[config.mk]
export PLATFORM = sky130hd
export DESIGN_NAME = pbd_bert
export DESIGN_NICKNAME = d
export VERILOG_FILES = /design/src/design/pbd_pkg.sv /design/src/design/pbd_bert.sv
export SDC_FILE = /design/constraint.sdc
export NUM_CORES = 1
export LEC_CHECK = 0
export BUFFER_PORTS_ARGS = -buffer_cell sky130_fd_sc_hd__buf_4
export CAP_MARGIN = 40
export CORE_ASPECT_RATIO = 1.75
export CORE_UTILIZATION = 50
export DETAILED_ROUTE_END_ITERATION = 12
export HOLD_SLACK_MARGIN = 0.08
export PLACE_DENSITY = 0.72
export SLEW_MARGIN = 30
export SYNTH_ARGS = -nofsm -noshare
export SYNTH_HDL_FRONTEND = slang
export SYNTH_SLANG_ARGS = --single-unit
[constraint.sdc]
create_clock -name clock -period 3.4 [get_ports clock]
set_clock_uncertainty 0.1 [all_clocks]
set_input_delay 0.34 -clock clock [delete_from_list [all_inputs] [get_ports clock]]
set_output_delay 0.34 -clock clock [all_outputs]
set_load 0.01 [all_outputs]
[src/design/pbd_pkg.sv]
// shared constants for the pattern tester with dual loopback
package pbd_pkg;
  // register byte addresses
  localparam logic [7:0] ADDR_CTRL   = 8'h00;
  localparam logic [7:0] ADDR_PCFG   = 8'h04;
  localparam logic [7:0] ADDR_SEED   = 8'h08;
  localparam logic [7:0] ADDR_CMD    = 8'h0C;
  localparam logic [7:0] ADDR_STAT   = 8'h10;
  localparam logic [7:0] ADDR_LATCH  = 8'h14;
  localparam logic [7:0] ADDR_IEN    = 8'h18;
  localparam logic [7:0] ADDR_BITCNT = 8'h1C;
  localparam logic [7:0] ADDR_ERRCNT = 8'h20;
  // tester_control_reg fields
  localparam int CTRL_EN_BIT       = 0;
  localparam int CTRL_NORESYNC_BIT = 1;
  localparam int CTRL_PINSRC_BIT   = 2;
  localparam int CTRL_RATE_LSB     = 3;
  localparam int CTRL_W2C_BIT      = 6;
  localparam int CTRL_DLB_BIT      = 8;
  localparam int CTRL_RLB_BIT      = 9;
  localparam logic [9:0] CTRL_MASK = 10'h37F;
  // pattern_config_reg fields
  localparam int PCFG_LEN_LSB   = 0;
  localparam int PCFG_PTS_BIT   = 5;
  localparam int PCFG_QRSS_BIT  = 6;
  localparam int PCFG_TAP_LSB   = 8;
  localparam int PCFG_TXINV_BIT = 14;
  localparam int PCFG_RXINV_BIT = 15;
  localparam logic [15:0] PCFG_MASK = 16'hDF7F;
  // tester_command_reg fields
  localparam int CMD_TXLOAD_BIT = 0;
  localparam int CMD_RXLOAD_BIT = 1;
  localparam int CMD_UPDATE_BIT = 2;
  localparam int CMD_ERRINS_BIT = 3;
  // status and latched status fields
  localparam int ST_PMS_BIT = 0;
  localparam int ST_BE_BIT  = 1;
  localparam int ST_BEC_BIT = 2;
  localparam int ST_OOS_BIT = 3;
  // reset values
  localparam logic [9:0]  CTRL_RST = 10'h000;
  localparam logic [15:0] PCFG_RST = 16'h0000;
  localparam logic [31:0] SEED_RST = 32'hFFFFFFFF;
  localparam logic [3:0]  IEN_RST  = 4'h0;
  // synchroniser and monitor figures
  localparam logic [4:0] SYNC_LAST   = 5'h1F;
  localparam logic [5:0] WIN_LAST    = 6'h3F;
  localparam logic [2:0] LOSS_ERRS   = 3'h6;
  localparam int         QRSS_TAP_A  = 17;
  localparam int         QRSS_TAP_B  = 20;
  localparam int         QRSS_ZEROS  = 14;
  typedef enum logic [1:0] {SEARCH, VERIFY, INSYNC, HOLD} pbd_sync_type;
  // terminal count for one error per 10^n bits
  function automatic logic [23:0] pbd_rate_limit(input logic [2:0] rate);
    case (rate)
      3'h1:    pbd_rate_limit = 24'h000009;
      3'h2:    pbd_rate_limit = 24'h000063;
      3'h3:    pbd_rate_limit = 24'h0003E7;
      3'h4:    pbd_rate_limit = 24'h00270F;
      3'h5:    pbd_rate_limit = 24'h01869F;
      3'h6:    pbd_rate_limit = 24'h0F423F;
      default: pbd_rate_limit = 24'h98967F;
    endcase
  endfunction
endpackage

[src/design/pbd_bert.sv]
// pattern tester with error insertion, sync monitor and loopback select
//
// Overview of operation
// - both loopbacks on: tx system pins go to rx outputs, line in to out.
// - pseudorandom generator x^n+x^y+1, n 1..32, y 1..n-1, any seed.
// - repetitive mode sends and detects a 1..32 bit user pattern.
// - tester runs only while its enable bit is one.
// - host raises load bits; generator loads pattern on the rising edge.
// - count-nonzero status is one exactly while error counter is nonzero.
// - 24-bit error, 32-bit bit counters copied then cleared on update.
// - six errors within 64 bits drop sync and raise out-of-sync.
// - status changes set latched bits; enabled bits pull irq_n low.
// - latched bits clear on read, or by writing one when selected.
// - 32-bit generators shift toward bit 32, feedback into bit 1.
// - quasi-random uses bits 17^20, output one after fourteen zeros.
// - pseudorandom feedback forced to one when bits 1..31 are zero.
// - pseudorandom sync loads 32 bits, then needs 32 matching bits.
// - repetitive sync finds pattern at any position, then 32 matches.
// - loss of sync restarts search unless auto resync is disabled.
// - out-of-sync outside sync state; counters frozen meanwhile.
// - mismatch counts error and bit, match counts bit only.
// - new load presets transmit generator before output begins.
// - errors inserted once per 10^n bits, n 1..7, or none.
// - single error from register command or pin change, by select.
// - inversion applied to the test stream before overhead.
//
// The placing of the registers and the AHB-Lite slave port were left to the implementer.
module pbd_bert
  import pbd_pkg::*;
(
  input  wire logic        clock,
  input  wire logic        rst,
  input  wire logic        hsel,
  input  wire logic [31:0] haddr,
  input  wire logic [1:0]  htrans,
  input  wire logic        hwrite,
  input  wire logic [2:0]  hsize,
  input  wire logic [31:0] hwdata,
  input  wire logic        hready,
  output logic             hreadyout,
  output logic [31:0]      hrdata,
  output logic             hresp,
  input  wire logic        txPosData,
  input  wire logic        txNegData,
  input  wire logic        txSysClock,
  input  wire logic        lineRxA,
  input  wire logic        lineRxB,
  input  wire logic        manualErrorInsertIn,
  output logic             rxPosData,
  output logic             rxNegData,
  output logic             rxSysClock,
  output logic             lineTxA,
  output logic             lineTxB,
  output logic             irq_n
);
  localparam int NPIN = 6;
  logic [9:0]   ctrl_q;
  logic [15:0]  pcfg_q;
  logic [31:0]  seed_q;
  logic [2:0]   cmd_q;
  logic [2:0]   cmdPrev_q;
  logic [3:0]   ien_q;
  logic [3:0]   latched_q;
  logic [31:0]  bitCountReg_q;
  logic [23:0]  errCountReg_q;
  logic         aphValid_q;
  logic         aphWrite_q;
  logic [7:0]   aphAddr_q;
  logic [31:0]  hrdata_q;
  logic         irqN_q;
  logic [NPIN-1:0] pinS1_q, pinS2_q, pinS3_q;
  logic         pinStable_q, pinPrev_q;
  logic         lineTxA_q, lineTxB_q, rxPos_q, rxNeg_q, rxClk_q;
  logic [31:0]  txGen_q;
  logic         txErrPend_q;
  logic [23:0]  rateCnt_q;
  logic         bertTx_q;
  pbd_sync_type state_q;
  logic [31:0]  rxGen_q;
  logic [31:0]  hist_q;
  logic [31:0]  rxPattern_q;
  logic [4:0]   syncCnt_q;
  logic [5:0]   winCnt_q;
  logic [2:0]   winErr_q;
  logic [31:0]  bitCnt_q;
  logic [23:0]  errCnt_q;
  logic         statPms_q, statBe_q, becPrev_q, oosPrev_q;

  // ---------------- bus slave ----------------
  logic aphTake;
  logic rdLatch, enable, rep, qrss, w2c;
  logic [4:0] lenF, tapF;
  logic [3:0] status, setEv, clrEv;
  logic txLoad, rxLoad, pmUpdate, regErrIns;

  assign aphTake   = hsel && htrans[1] && hready;
  assign hreadyout = 1'b1;
  assign hresp     = 1'b0;
  assign hrdata    = hrdata_q;
  assign enable    = ctrl_q[CTRL_EN_BIT];
  assign w2c       = ctrl_q[CTRL_W2C_BIT];
  assign lenF      = pcfg_q[PCFG_LEN_LSB +: 5];
  assign tapF      = pcfg_q[PCFG_TAP_LSB +: 5];
  assign rep       = pcfg_q[PCFG_PTS_BIT];
  assign qrss      = pcfg_q[PCFG_QRSS_BIT];
  assign rdLatch   = aphTake && !hwrite && haddr[7:0] == ADDR_LATCH;

  always_ff @(posedge clock)
  begin
    if (rst)
    begin
      aphValid_q <= 1'b0;
      aphWrite_q <= 1'b0;
      aphAddr_q  <= 8'h00;
      hrdata_q   <= 32'h00000000;
    end
    else
    begin
      aphValid_q <= aphTake;
      aphWrite_q <= hwrite;
      aphAddr_q  <= haddr[7:0];
      if (aphTake && !hwrite)
      begin
        case (haddr[7:0])
          ADDR_CTRL:   hrdata_q <= {22'h000000, ctrl_q};
          ADDR_PCFG:   hrdata_q <= {16'h0000, pcfg_q};
          ADDR_SEED:   hrdata_q <= seed_q;
          ADDR_CMD:    hrdata_q <= {29'h00000000, cmd_q};
          ADDR_STAT:   hrdata_q <= {28'h0000000, status};
          ADDR_LATCH:  hrdata_q <= {28'h0000000, latched_q};
          ADDR_IEN:    hrdata_q <= {28'h0000000, ien_q};
          ADDR_BITCNT: hrdata_q <= bitCountReg_q;
          ADDR_ERRCNT: hrdata_q <= {8'h00, errCountReg_q};
          default:     hrdata_q <= 32'h00000000;
        endcase
      end
    end
  end

  logic wrEn;
  assign wrEn = aphValid_q && aphWrite_q;

  always_ff @(posedge clock)
  begin
    if (rst)
    begin
      ctrl_q <= CTRL_RST;
      pcfg_q <= PCFG_RST;
      seed_q <= SEED_RST;
      ien_q  <= IEN_RST;
      cmd_q  <= 3'h0;
    end
    else if (wrEn)
    begin
      case (aphAddr_q)
        ADDR_CTRL: ctrl_q <= hwdata[9:0] & CTRL_MASK;
        ADDR_PCFG: pcfg_q <= hwdata[15:0] & PCFG_MASK;
        ADDR_SEED: seed_q <= hwdata;
        ADDR_CMD:  cmd_q  <= hwdata[2:0];
        ADDR_IEN:  ien_q  <= hwdata[3:0];
        default:   ;
      endcase
    end
  end

  // load and update command bits act on their 0-to-1 transition; error insert on each write with its bit set
  always_ff @(posedge clock)
  begin
    if (rst)
      cmdPrev_q <= 3'h0;
    else
      cmdPrev_q <= cmd_q;
  end
  assign txLoad    = cmd_q[CMD_TXLOAD_BIT] && !cmdPrev_q[CMD_TXLOAD_BIT];
  assign rxLoad    = cmd_q[CMD_RXLOAD_BIT] && !cmdPrev_q[CMD_RXLOAD_BIT];
  assign pmUpdate  = cmd_q[CMD_UPDATE_BIT] && !cmdPrev_q[CMD_UPDATE_BIT];
  assign regErrIns = wrEn && aphAddr_q == ADDR_CMD && hwdata[CMD_ERRINS_BIT];

  // ---------------- pin synchronisers ----------------
  logic [NPIN-1:0] pinIn;
  assign pinIn = {manualErrorInsertIn, txSysClock, txNegData, txPosData,
                  lineRxB, lineRxA};
  genvar gi;
  generate
    for (gi = 0; gi < NPIN; gi++)
    begin : gSync
      always_ff @(posedge clock)
      begin
        if (rst)
        begin
          pinS1_q[gi] <= 1'b0;
          pinS2_q[gi] <= 1'b0;
          pinS3_q[gi] <= 1'b0;
        end
        else
        begin
          pinS1_q[gi] <= pinIn[gi];
          pinS2_q[gi] <= pinS1_q[gi];
          pinS3_q[gi] <= pinS2_q[gi];
        end
      end
    end
  endgenerate

  // only the slow error pin waits for two agreeing samples; the rails carry
  // one bit per cycle, so that filter would swallow every isolated bit
  always_ff @(posedge clock)
  begin
    if (rst)
    begin
      pinStable_q <= 1'b0;
      pinPrev_q   <= 1'b0;
    end
    else
    begin
      if (pinS2_q[5] == pinS3_q[5])
        pinStable_q <= pinS3_q[5];
      pinPrev_q <= pinStable_q;
    end
  end
  logic sRxA, sRxB, sTxP, sTxN, sTxC, pinErrIns;
  assign {sTxC, sTxN, sTxP, sRxB, sRxA} = pinS3_q[4:0];
  assign pinErrIns = pinStable_q != pinPrev_q;

  // ---------------- generators ----------------
  function automatic logic genFb(input logic [31:0] g, input logic [4:0] n,
                                 input logic [4:0] y, input logic rp,
                                 input logic qr);
    logic fb;
    fb = 1'b0;
    if (rp)
      fb = g[n];
    else
    begin
      fb = qr ? (g[QRSS_TAP_A-1] ^ g[QRSS_TAP_B-1]) : (g[n] ^ g[y]);
      if (g[30:0] == 31'h00000000)
        fb = 1'b1;
    end
    return fb;
  endfunction

  function automatic logic genOut(input logic [31:0] g, input logic fb,
                                  input logic rp, input logic qr);
    return (!rp && qr && g[QRSS_ZEROS-1:0] == 14'h0000) ? 1'b1 : fb;
  endfunction

  logic txFb, txOut, rateHit, txBit;
  assign txFb    = genFb(txGen_q, lenF, tapF, rep, qrss);
  assign txOut   = genOut(txGen_q, txFb, rep, qrss);
  assign rateHit = ctrl_q[CTRL_RATE_LSB +: 3] != 3'h0
                   && rateCnt_q == pbd_rate_limit(ctrl_q[CTRL_RATE_LSB +: 3]);
  assign txBit   = txOut ^ (rateHit | txErrPend_q)
                   ^ pcfg_q[PCFG_TXINV_BIT];

  always_ff @(posedge clock)
  begin
    if (rst)
      txGen_q <= 32'h00000000;
    else if (txLoad)
      txGen_q <= seed_q;
    else if (enable)
      txGen_q <= {txGen_q[30:0], txFb};
  end

  always_ff @(posedge clock)
  begin
    if (rst)
      rateCnt_q <= 24'h000000;
    else if (!enable || rateHit || ctrl_q[CTRL_RATE_LSB +: 3] == 3'h0)
      rateCnt_q <= 24'h000000;
    else
      rateCnt_q <= rateCnt_q + 24'h000001;
  end

  logic singleReq;
  assign singleReq = ctrl_q[CTRL_PINSRC_BIT] ? pinErrIns : regErrIns;
  always_ff @(posedge clock)
  begin
    if (rst)
      txErrPend_q <= 1'b0;
    else
      txErrPend_q <= singleReq || (txErrPend_q && !enable);
  end

  always_ff @(posedge clock)
  begin
    if (rst)
      bertTx_q <= 1'b0;
    else
      bertTx_q <= txBit;
  end

  // ---------------- receive sync ----------------
  logic rxBit, rxFb, rxOut, mismatch, inSync, lossEvent, countInc;
  logic [31:0] histNext, mask;
  assign rxBit     = sRxA ^ pcfg_q[PCFG_RXINV_BIT];
  assign rxFb      = genFb(rxGen_q, lenF, tapF, rep, qrss);
  assign rxOut     = genOut(rxGen_q, rxFb, rep, qrss);
  assign mismatch  = rxBit != rxOut;
  assign inSync    = state_q == INSYNC;
  assign countInc  = enable && inSync;
  assign lossEvent = countInc && mismatch && winErr_q == LOSS_ERRS - 3'h1;
  assign histNext  = {hist_q[30:0], rxBit};
  assign mask      = 32'hFFFFFFFF >> (5'h1F - lenF);

  always_ff @(posedge clock)
  begin
    if (rst)
      hist_q <= 32'h00000000;
    else if (enable)
      hist_q <= histNext;
  end

  always_ff @(posedge clock)
  begin
    if (rst)
    begin
      state_q     <= SEARCH;
      rxGen_q     <= 32'h00000000;
      rxPattern_q <= 32'h00000000;
      syncCnt_q   <= 5'h00;
    end
    else if (rxLoad)
    begin
      state_q     <= SEARCH;
      rxGen_q     <= seed_q;
      rxPattern_q <= seed_q;
      syncCnt_q   <= 5'h00;
    end
    else if (enable)
    begin
      case (state_q)
        SEARCH:
          if (rep)
          begin
            if ((histNext & mask) == (rxPattern_q & mask))
            begin
              rxGen_q   <= histNext;
              syncCnt_q <= 5'h00;
              state_q   <= VERIFY;
            end
          end
          else
          begin
            rxGen_q   <= {rxGen_q[30:0], rxBit};
            syncCnt_q <= syncCnt_q + 5'h01;
            if (syncCnt_q == SYNC_LAST)
              state_q <= VERIFY;
          end
        VERIFY:
        begin
          rxGen_q   <= {rxGen_q[30:0], rxFb};
          syncCnt_q <= syncCnt_q + 5'h01;
          if (mismatch)
          begin
            state_q   <= SEARCH;
            syncCnt_q <= 5'h00;
          end
          else if (syncCnt_q == SYNC_LAST)
            state_q <= INSYNC;
        end
        INSYNC:
        begin
          rxGen_q <= {rxGen_q[30:0], rxFb};
          if (lossEvent)
          begin
            syncCnt_q <= 5'h00;
            state_q   <= ctrl_q[CTRL_NORESYNC_BIT] ? HOLD : SEARCH;
          end
        end
        HOLD:    state_q <= HOLD;
        default: state_q <= SEARCH;
      endcase
    end
  end

  always_ff @(posedge clock)
  begin
    if (rst || !countInc)
    begin
      winCnt_q <= 6'h00;
      winErr_q <= 3'h0;
    end
    else
    begin
      winCnt_q <= winCnt_q + 6'h01;
      if (winCnt_q == WIN_LAST)
        winErr_q <= 3'h0;
      else if (mismatch)
        winErr_q <= winErr_q + 3'h1;
    end
  end

  // ---------------- counters ----------------
  logic [31:0] bitInc;
  logic [23:0] errInc;
  assign bitInc = {31'h00000000, countInc};
  assign errInc = {23'h000000, countInc && mismatch};

  always_ff @(posedge clock)
  begin
    if (rst)
    begin
      bitCnt_q      <= 32'h00000000;
      errCnt_q      <= 24'h000000;
      bitCountReg_q <= 32'h00000000;
      errCountReg_q <= 24'h000000;
    end
    else if (pmUpdate)
    begin
      bitCountReg_q <= bitCnt_q;
      errCountReg_q <= errCnt_q;
      bitCnt_q      <= bitInc;
      errCnt_q      <= errInc;
    end
    else
    begin
      bitCnt_q <= bitCnt_q + bitInc;
      errCnt_q <= errCnt_q + errInc;
    end
  end

  // ---------------- status and interrupt ----------------
  assign status[ST_PMS_BIT] = statPms_q;
  assign status[ST_BE_BIT]  = statBe_q;
  assign status[ST_BEC_BIT] = errCnt_q != 24'h000000;
  assign status[ST_OOS_BIT] = !inSync;

  always_ff @(posedge clock)
  begin
    if (rst)
    begin
      statPms_q <= 1'b0;
      statBe_q  <= 1'b0;
      becPrev_q <= 1'b0;
      oosPrev_q <= 1'b1;
    end
    else
    begin
      statPms_q <= pmUpdate;
      statBe_q  <= countInc && mismatch;
      becPrev_q <= status[ST_BEC_BIT];
      oosPrev_q <= status[ST_OOS_BIT];
    end
  end

  assign setEv[ST_PMS_BIT] = pmUpdate;
  assign setEv[ST_BE_BIT]  = countInc && mismatch;
  assign setEv[ST_BEC_BIT] = status[ST_BEC_BIT] != becPrev_q;
  assign setEv[ST_OOS_BIT] = status[ST_OOS_BIT] != oosPrev_q;
  assign clrEv = (rdLatch && !w2c) ? 4'hF :
                 (wrEn && w2c && aphAddr_q == ADDR_LATCH) ? hwdata[3:0] :
                 4'h0;

  always_ff @(posedge clock)
  begin
    if (rst)
      latched_q <= 4'h0;
    else
      latched_q <= (latched_q & ~clrEv) | setEv;
  end

  always_ff @(posedge clock)
  begin
    if (rst)
      irqN_q <= 1'b1;
    else
      irqN_q <= ~|(latched_q & ien_q);
  end
  assign irq_n = irqN_q;

  // ---------------- loopback routing ----------------
  always_ff @(posedge clock)
  begin
    if (rst)
    begin
      lineTxA_q <= 1'b0;
      lineTxB_q <= 1'b0;
      rxPos_q   <= 1'b0;
      rxNeg_q   <= 1'b0;
      rxClk_q   <= 1'b0;
    end
    else
    begin
      if (ctrl_q[CTRL_RLB_BIT])
      begin
        lineTxA_q <= sRxA;
        lineTxB_q <= sRxB;
      end
      else
      begin
        lineTxA_q <= enable ? bertTx_q : sTxP;
        lineTxB_q <= enable ? 1'b0 : sTxN;
      end
      if (ctrl_q[CTRL_DLB_BIT])
      begin
        rxPos_q <= sTxP;
        rxNeg_q <= sTxN;
        rxClk_q <= sTxC;
      end
      else
      begin
        rxPos_q <= sRxA;
        rxNeg_q <= sRxB;
        rxClk_q <= !rxClk_q;
      end
    end
  end
  assign lineTxA    = lineTxA_q;
  assign lineTxB    = lineTxB_q;
  assign rxPosData  = rxPos_q;
  assign rxNegData  = rxNeg_q;
  assign rxSysClock = rxClk_q;
endmodule // pbd_bert

==> reports/summary.txt <==
antenna cells: 0
R2R Setup Slk: 50 ps
Core Box Area: 37600 um^2
Post-DP HPWL: 38400 um
library cells used by synthesis: 77
R2R cell count: 16
register area share after synthesis: 44.3%
largest net degree at the start of global routing: 206
Setup CP Type: reg2reg
Clk pwr share: 45.7%
CP delay by family, top: simple AND/OR/NAND/NOR gates
Worst Path Required: 3720 ps
Area after DPL: 20700 um^2
Hold EP: sTxP$_SDFF_PP0_
Sw Pwr: 0.00210 W
YS warnings: 0
worst min path class: reg2reg
starting density of the core: 50.7%
Detailed Routing Iterations Pass 1: 6
maximum vdd drop: 0.399 mV
Initial DRC Count: 1149
wire per inst: 20.6 um
CTS max path bufs: 3
worst-skew pair later-pin latency: 550 ps
CTS Buf Count: 40
flops & latches, synth: 422
final hold vios: 0
Main synth FF type: dfxtp_1
Buffers & Inverters on Critical Path: 1
Total Routed Length: 56200 um
fin nets: 2314
non-filler cells, final: 2727
global-route usage over all layers: 28.7%
H-tree levels: 2
r2r startpoint: pcfg_q[0]$_SDFFE_PP0P_
drc violations: 0
HP Start: pinS2_q[2]$_SDFF_PP0_
Slew @ Worst Pin: 1010 ps
Mapped Nets: 2143
post-route ant nets: 0
chip width: 150 um
IO Pins: 120
vias: 16471
Slew headroom: 32.6%
via density per instance: 6.04
switching part of the total: 21.7%
combinational fraction of design power: 2.8%
Max Fclk: 0.298 GHz
Congestion Overflow GR: 0
period utilisation layout: 98.6%
clock root cell: clkbuf_16
full die area: 39000 um^2
max incr delay on CP: 410 ps
Cell Chain, Critical Path: buf_8 -> or3b_1 -> o221ai_1 -> nor3_4 -> a31oi_4 -> o31ai_1 -> o211ai_2 -> xor2_2 -> nor2_2 -> ha_2 -> ha_4 -> nand2_2 -> nor2_4 -> nand4_1 -> xor2_1 -> nor2_1
Overall Power: 0.00966 W
pwr dens: 420 nW/um^2
vias in the first global route: 16593
Clock Sinks: 422
Int Pwr: 0.00756 W
Worst path slowest cell: or3b_1
final instance area: 23000 um^2
site row count: 94
Worst EP arrival: 3670 ps
initial antenna violation count: 0
Worst setup SP type: flip-flop
placed cells: 2581
final RePlAce weighted congestion: 0.928
nature of the critical path endpoint: flip-flop
final setup fails: 0
hold path cells: 1
Seq pwr share: 51.4%
fin. max-slew vios: 0
first-pass GRT wire length: 88000 um
Final Util: 61.0%
port buffer count: 89
Worst-path clk slew: 70 ps
area delta synth->final: 20.4%
worst r2r dst: errCnt_q[22]$_SDFF_PP0_
Min Hold Slack: 339 ps
Netlist Area Pre-Place: 19100 um^2
CTS tree: built
number of max-cap violations: 0
asr flop ratio synth: 0%
Final min period: 3350 ps
Critical Path Fanout Max: 8
syn avg cell area: 9.32 um^2
layout cells sized above 1: 17.4%
Leak: 8.00 nW
EDFF count, synth: 0
Cells after Synth: 2047
status: completed
chip height: 260 um
synth_stat cells, types with 3 or more instances:
| library cell | number | area [um^2] |
|---|---|---|
| a22o_1 | 66 | 578 |
| buf_6 | 4 | 45.0 |
| a21oi_1 | 120 | 601 |
| nor2b_1 | 38 | 238 |
| o22ai_1 | 39 | 244 |
| nand2_1 | 171 | 642 |
| mux2i_1 | 179 | 1790 |
| a21bo_1 | 3 | 30.0 |
| o21ai_0 | 25 | 125 |
| nand3b_1 | 6 | 45.0 |
| and2_1 | 5 | 31.3 |
| or2_2 | 4 | 25.0 |
| nand4b_1 | 3 | 26.3 |
| nor4_1 | 23 | 144 |
| mux2_2 | 36 | 405 |
| buf_4 | 9 | 67.6 |
| nor3b_1 | 4 | 30.0 |
| dfxtp_1 | 422 | 8450 |
| a222oi_1 | 17 | 170 |
| o31ai_1 | 5 | 37.5 |
| buf_1 | 10 | 37.5 |
| and4_1 | 7 | 61.3 |
| a211oi_1 | 34 | 255 |
| nand4_1 | 25 | 156 |
| o221ai_1 | 3 | 26.3 |
| a22oi_1 | 36 | 270 |
| nand3_1 | 39 | 195 |
| a221oi_1 | 6 | 52.6 |
| nor2_1 | 293 | 1100 |
| clkbuf_1 | 114 | 428 |
| xor2_1 | 67 | 587 |
| and3_1 | 21 | 131 |
| xnor2_1 | 47 | 412 |
| a32o_1 | 3 | 30.0 |
| mux4_2 | 25 | 563 |
| nor3_1 | 15 | 75.1 |
| buf_2 | 7 | 35.0 |
| or3_1 | 9 | 56.3 |
| a31oi_1 | 15 | 93.8 |
| o211ai_1 | 3 | 22.5 |
| nand2b_1 | 14 | 87.6 |
| inv_1 | 18 | 67.6 |
| ha_1 | 16 | 200 |
sequential cells by signal, summed over array words and instances, names as in the netlist, 8 cells and up:
| signal | count |
|---|---|
| rxGen_q | 32 |
| hist_q | 31 |
| bitCountReg_q | 32 |
| bitCnt_q | 32 |
| pcfg_q | 14 |
| errCnt_q | 24 |
| aphAddr_q | 8 |
| rxPattern_q | 32 |
| seed_q | 32 |
| txGen_q | 32 |
| ctrl_q | 9 |
| rateCnt_q | 24 |
| hrdata | 32 |
| errCountReg_q | 24 |
layout by cell type, fill, tap and decap left out, drive strengths merged, types with 60 or more instances in the layout:
master	instances
a21oi	120
a22o	66
buf	208
clkbuf	60
dfxtp	422
dlygate4sd3	63
mux2i	179
nand2	171
nor2	293
xor2	68
power groups by stage:
stage,logic [W],registers (W),clock network [W]
3_3_place_gp,0.000205,0.00508,0
4_1_cts,0.000266,0.00497,0.00449
6_report,0.000275,0.00497,0.00441
3_5_place_dp,0.000208,0.00508,0
2_1_floorplan,0.000107,0.00508,0
5_1_grt,0.000291,0.00496,0.00466
cell families (layout without fill, tap and decap cells):
family                   count (synthesis)  count (layout)  share of synthesized area, %
AO/OA/AOI/OAI                          399             399                          14.4
AND/OR/NAND/NOR                        686             686                          16.4
multiplexers                           241             241                          14.6
other                                    2               2                        0.0394
buffers and inverters                  163             363                          3.59
flip-flops                             422             422                          44.3
adder cells (fa/ha/maj)                 17              17                          1.10
XOR/XNOR                               117             117                          5.55
routing by layer:
metal	vias up	GRT usage (%)	part of all wire [%]
met4	0	18.7	7.3
met1	8013	30.8	36
li1	7652	-	-
met3	217	3.78	5.2
met2	589	52.3	51
met5	-	0	0
stage by stage:
step / TNS [ps] / setup slack, ps
floorplan: 0 / 39.9
global route: -934 / -92.0
detailed placement: -3900 / -271
CTS: -0.202 / -0.202
finish: 0 / 48.4
global placement: -1520 / -166
how the worst max path moves through the flow:
stage,from,endpoint,slack (ps),cells past startpoint
2_1_floorplan,pcfg_q[0]$_SDFFE_PP0P_,errCnt_q[10]$_SDFF_PP0_,40,16
3_3_place_gp,pcfg_q[0]$_SDFFE_PP0P_,errCnt_q[22]$_SDFF_PP0_,-170,15
3_5_place_dp,pcfg_q[0]$_SDFFE_PP0P_,errCnt_q[21]$_SDFF_PP0_,-270,15
4_1_cts,pcfg_q[0]$_SDFFE_PP0P_,errCnt_q[22]$_SDFF_PP0_,-0.2,15
5_1_grt,pcfg_q[0]$_SDFFE_PP0P_,errCnt_q[22]$_SDFF_PP0_,-90,16
6_report,pcfg_q[0]$_SDFFE_PP0P_,errCnt_q[22]$_SDFF_PP0_,50,16
cell type report:
cell class / instances / area, um^2
fill: 3100 / 14700
multi-input combinational: 1462 / 10200
sequential: 422 / 8460
timing repair buffer: 273 / 2350
clock buffer: 58 / 1170
tap: 480 / 601
clock inverter: 13 / 123
inverter: 19 / 71.3
timing repair:
action                                  in CTS  in global routing
buffers inserted                             5                  2
pin swaps                                    4                 13
endpoints found under the setup margin      55                 58
hold buffers                                63                  0
gates resized for setup                     23                 31
endpoints found under the hold margin       95                  0
gates cloned                                 1                  3
No activity file was read; power rests on OpenSTA's default activity.
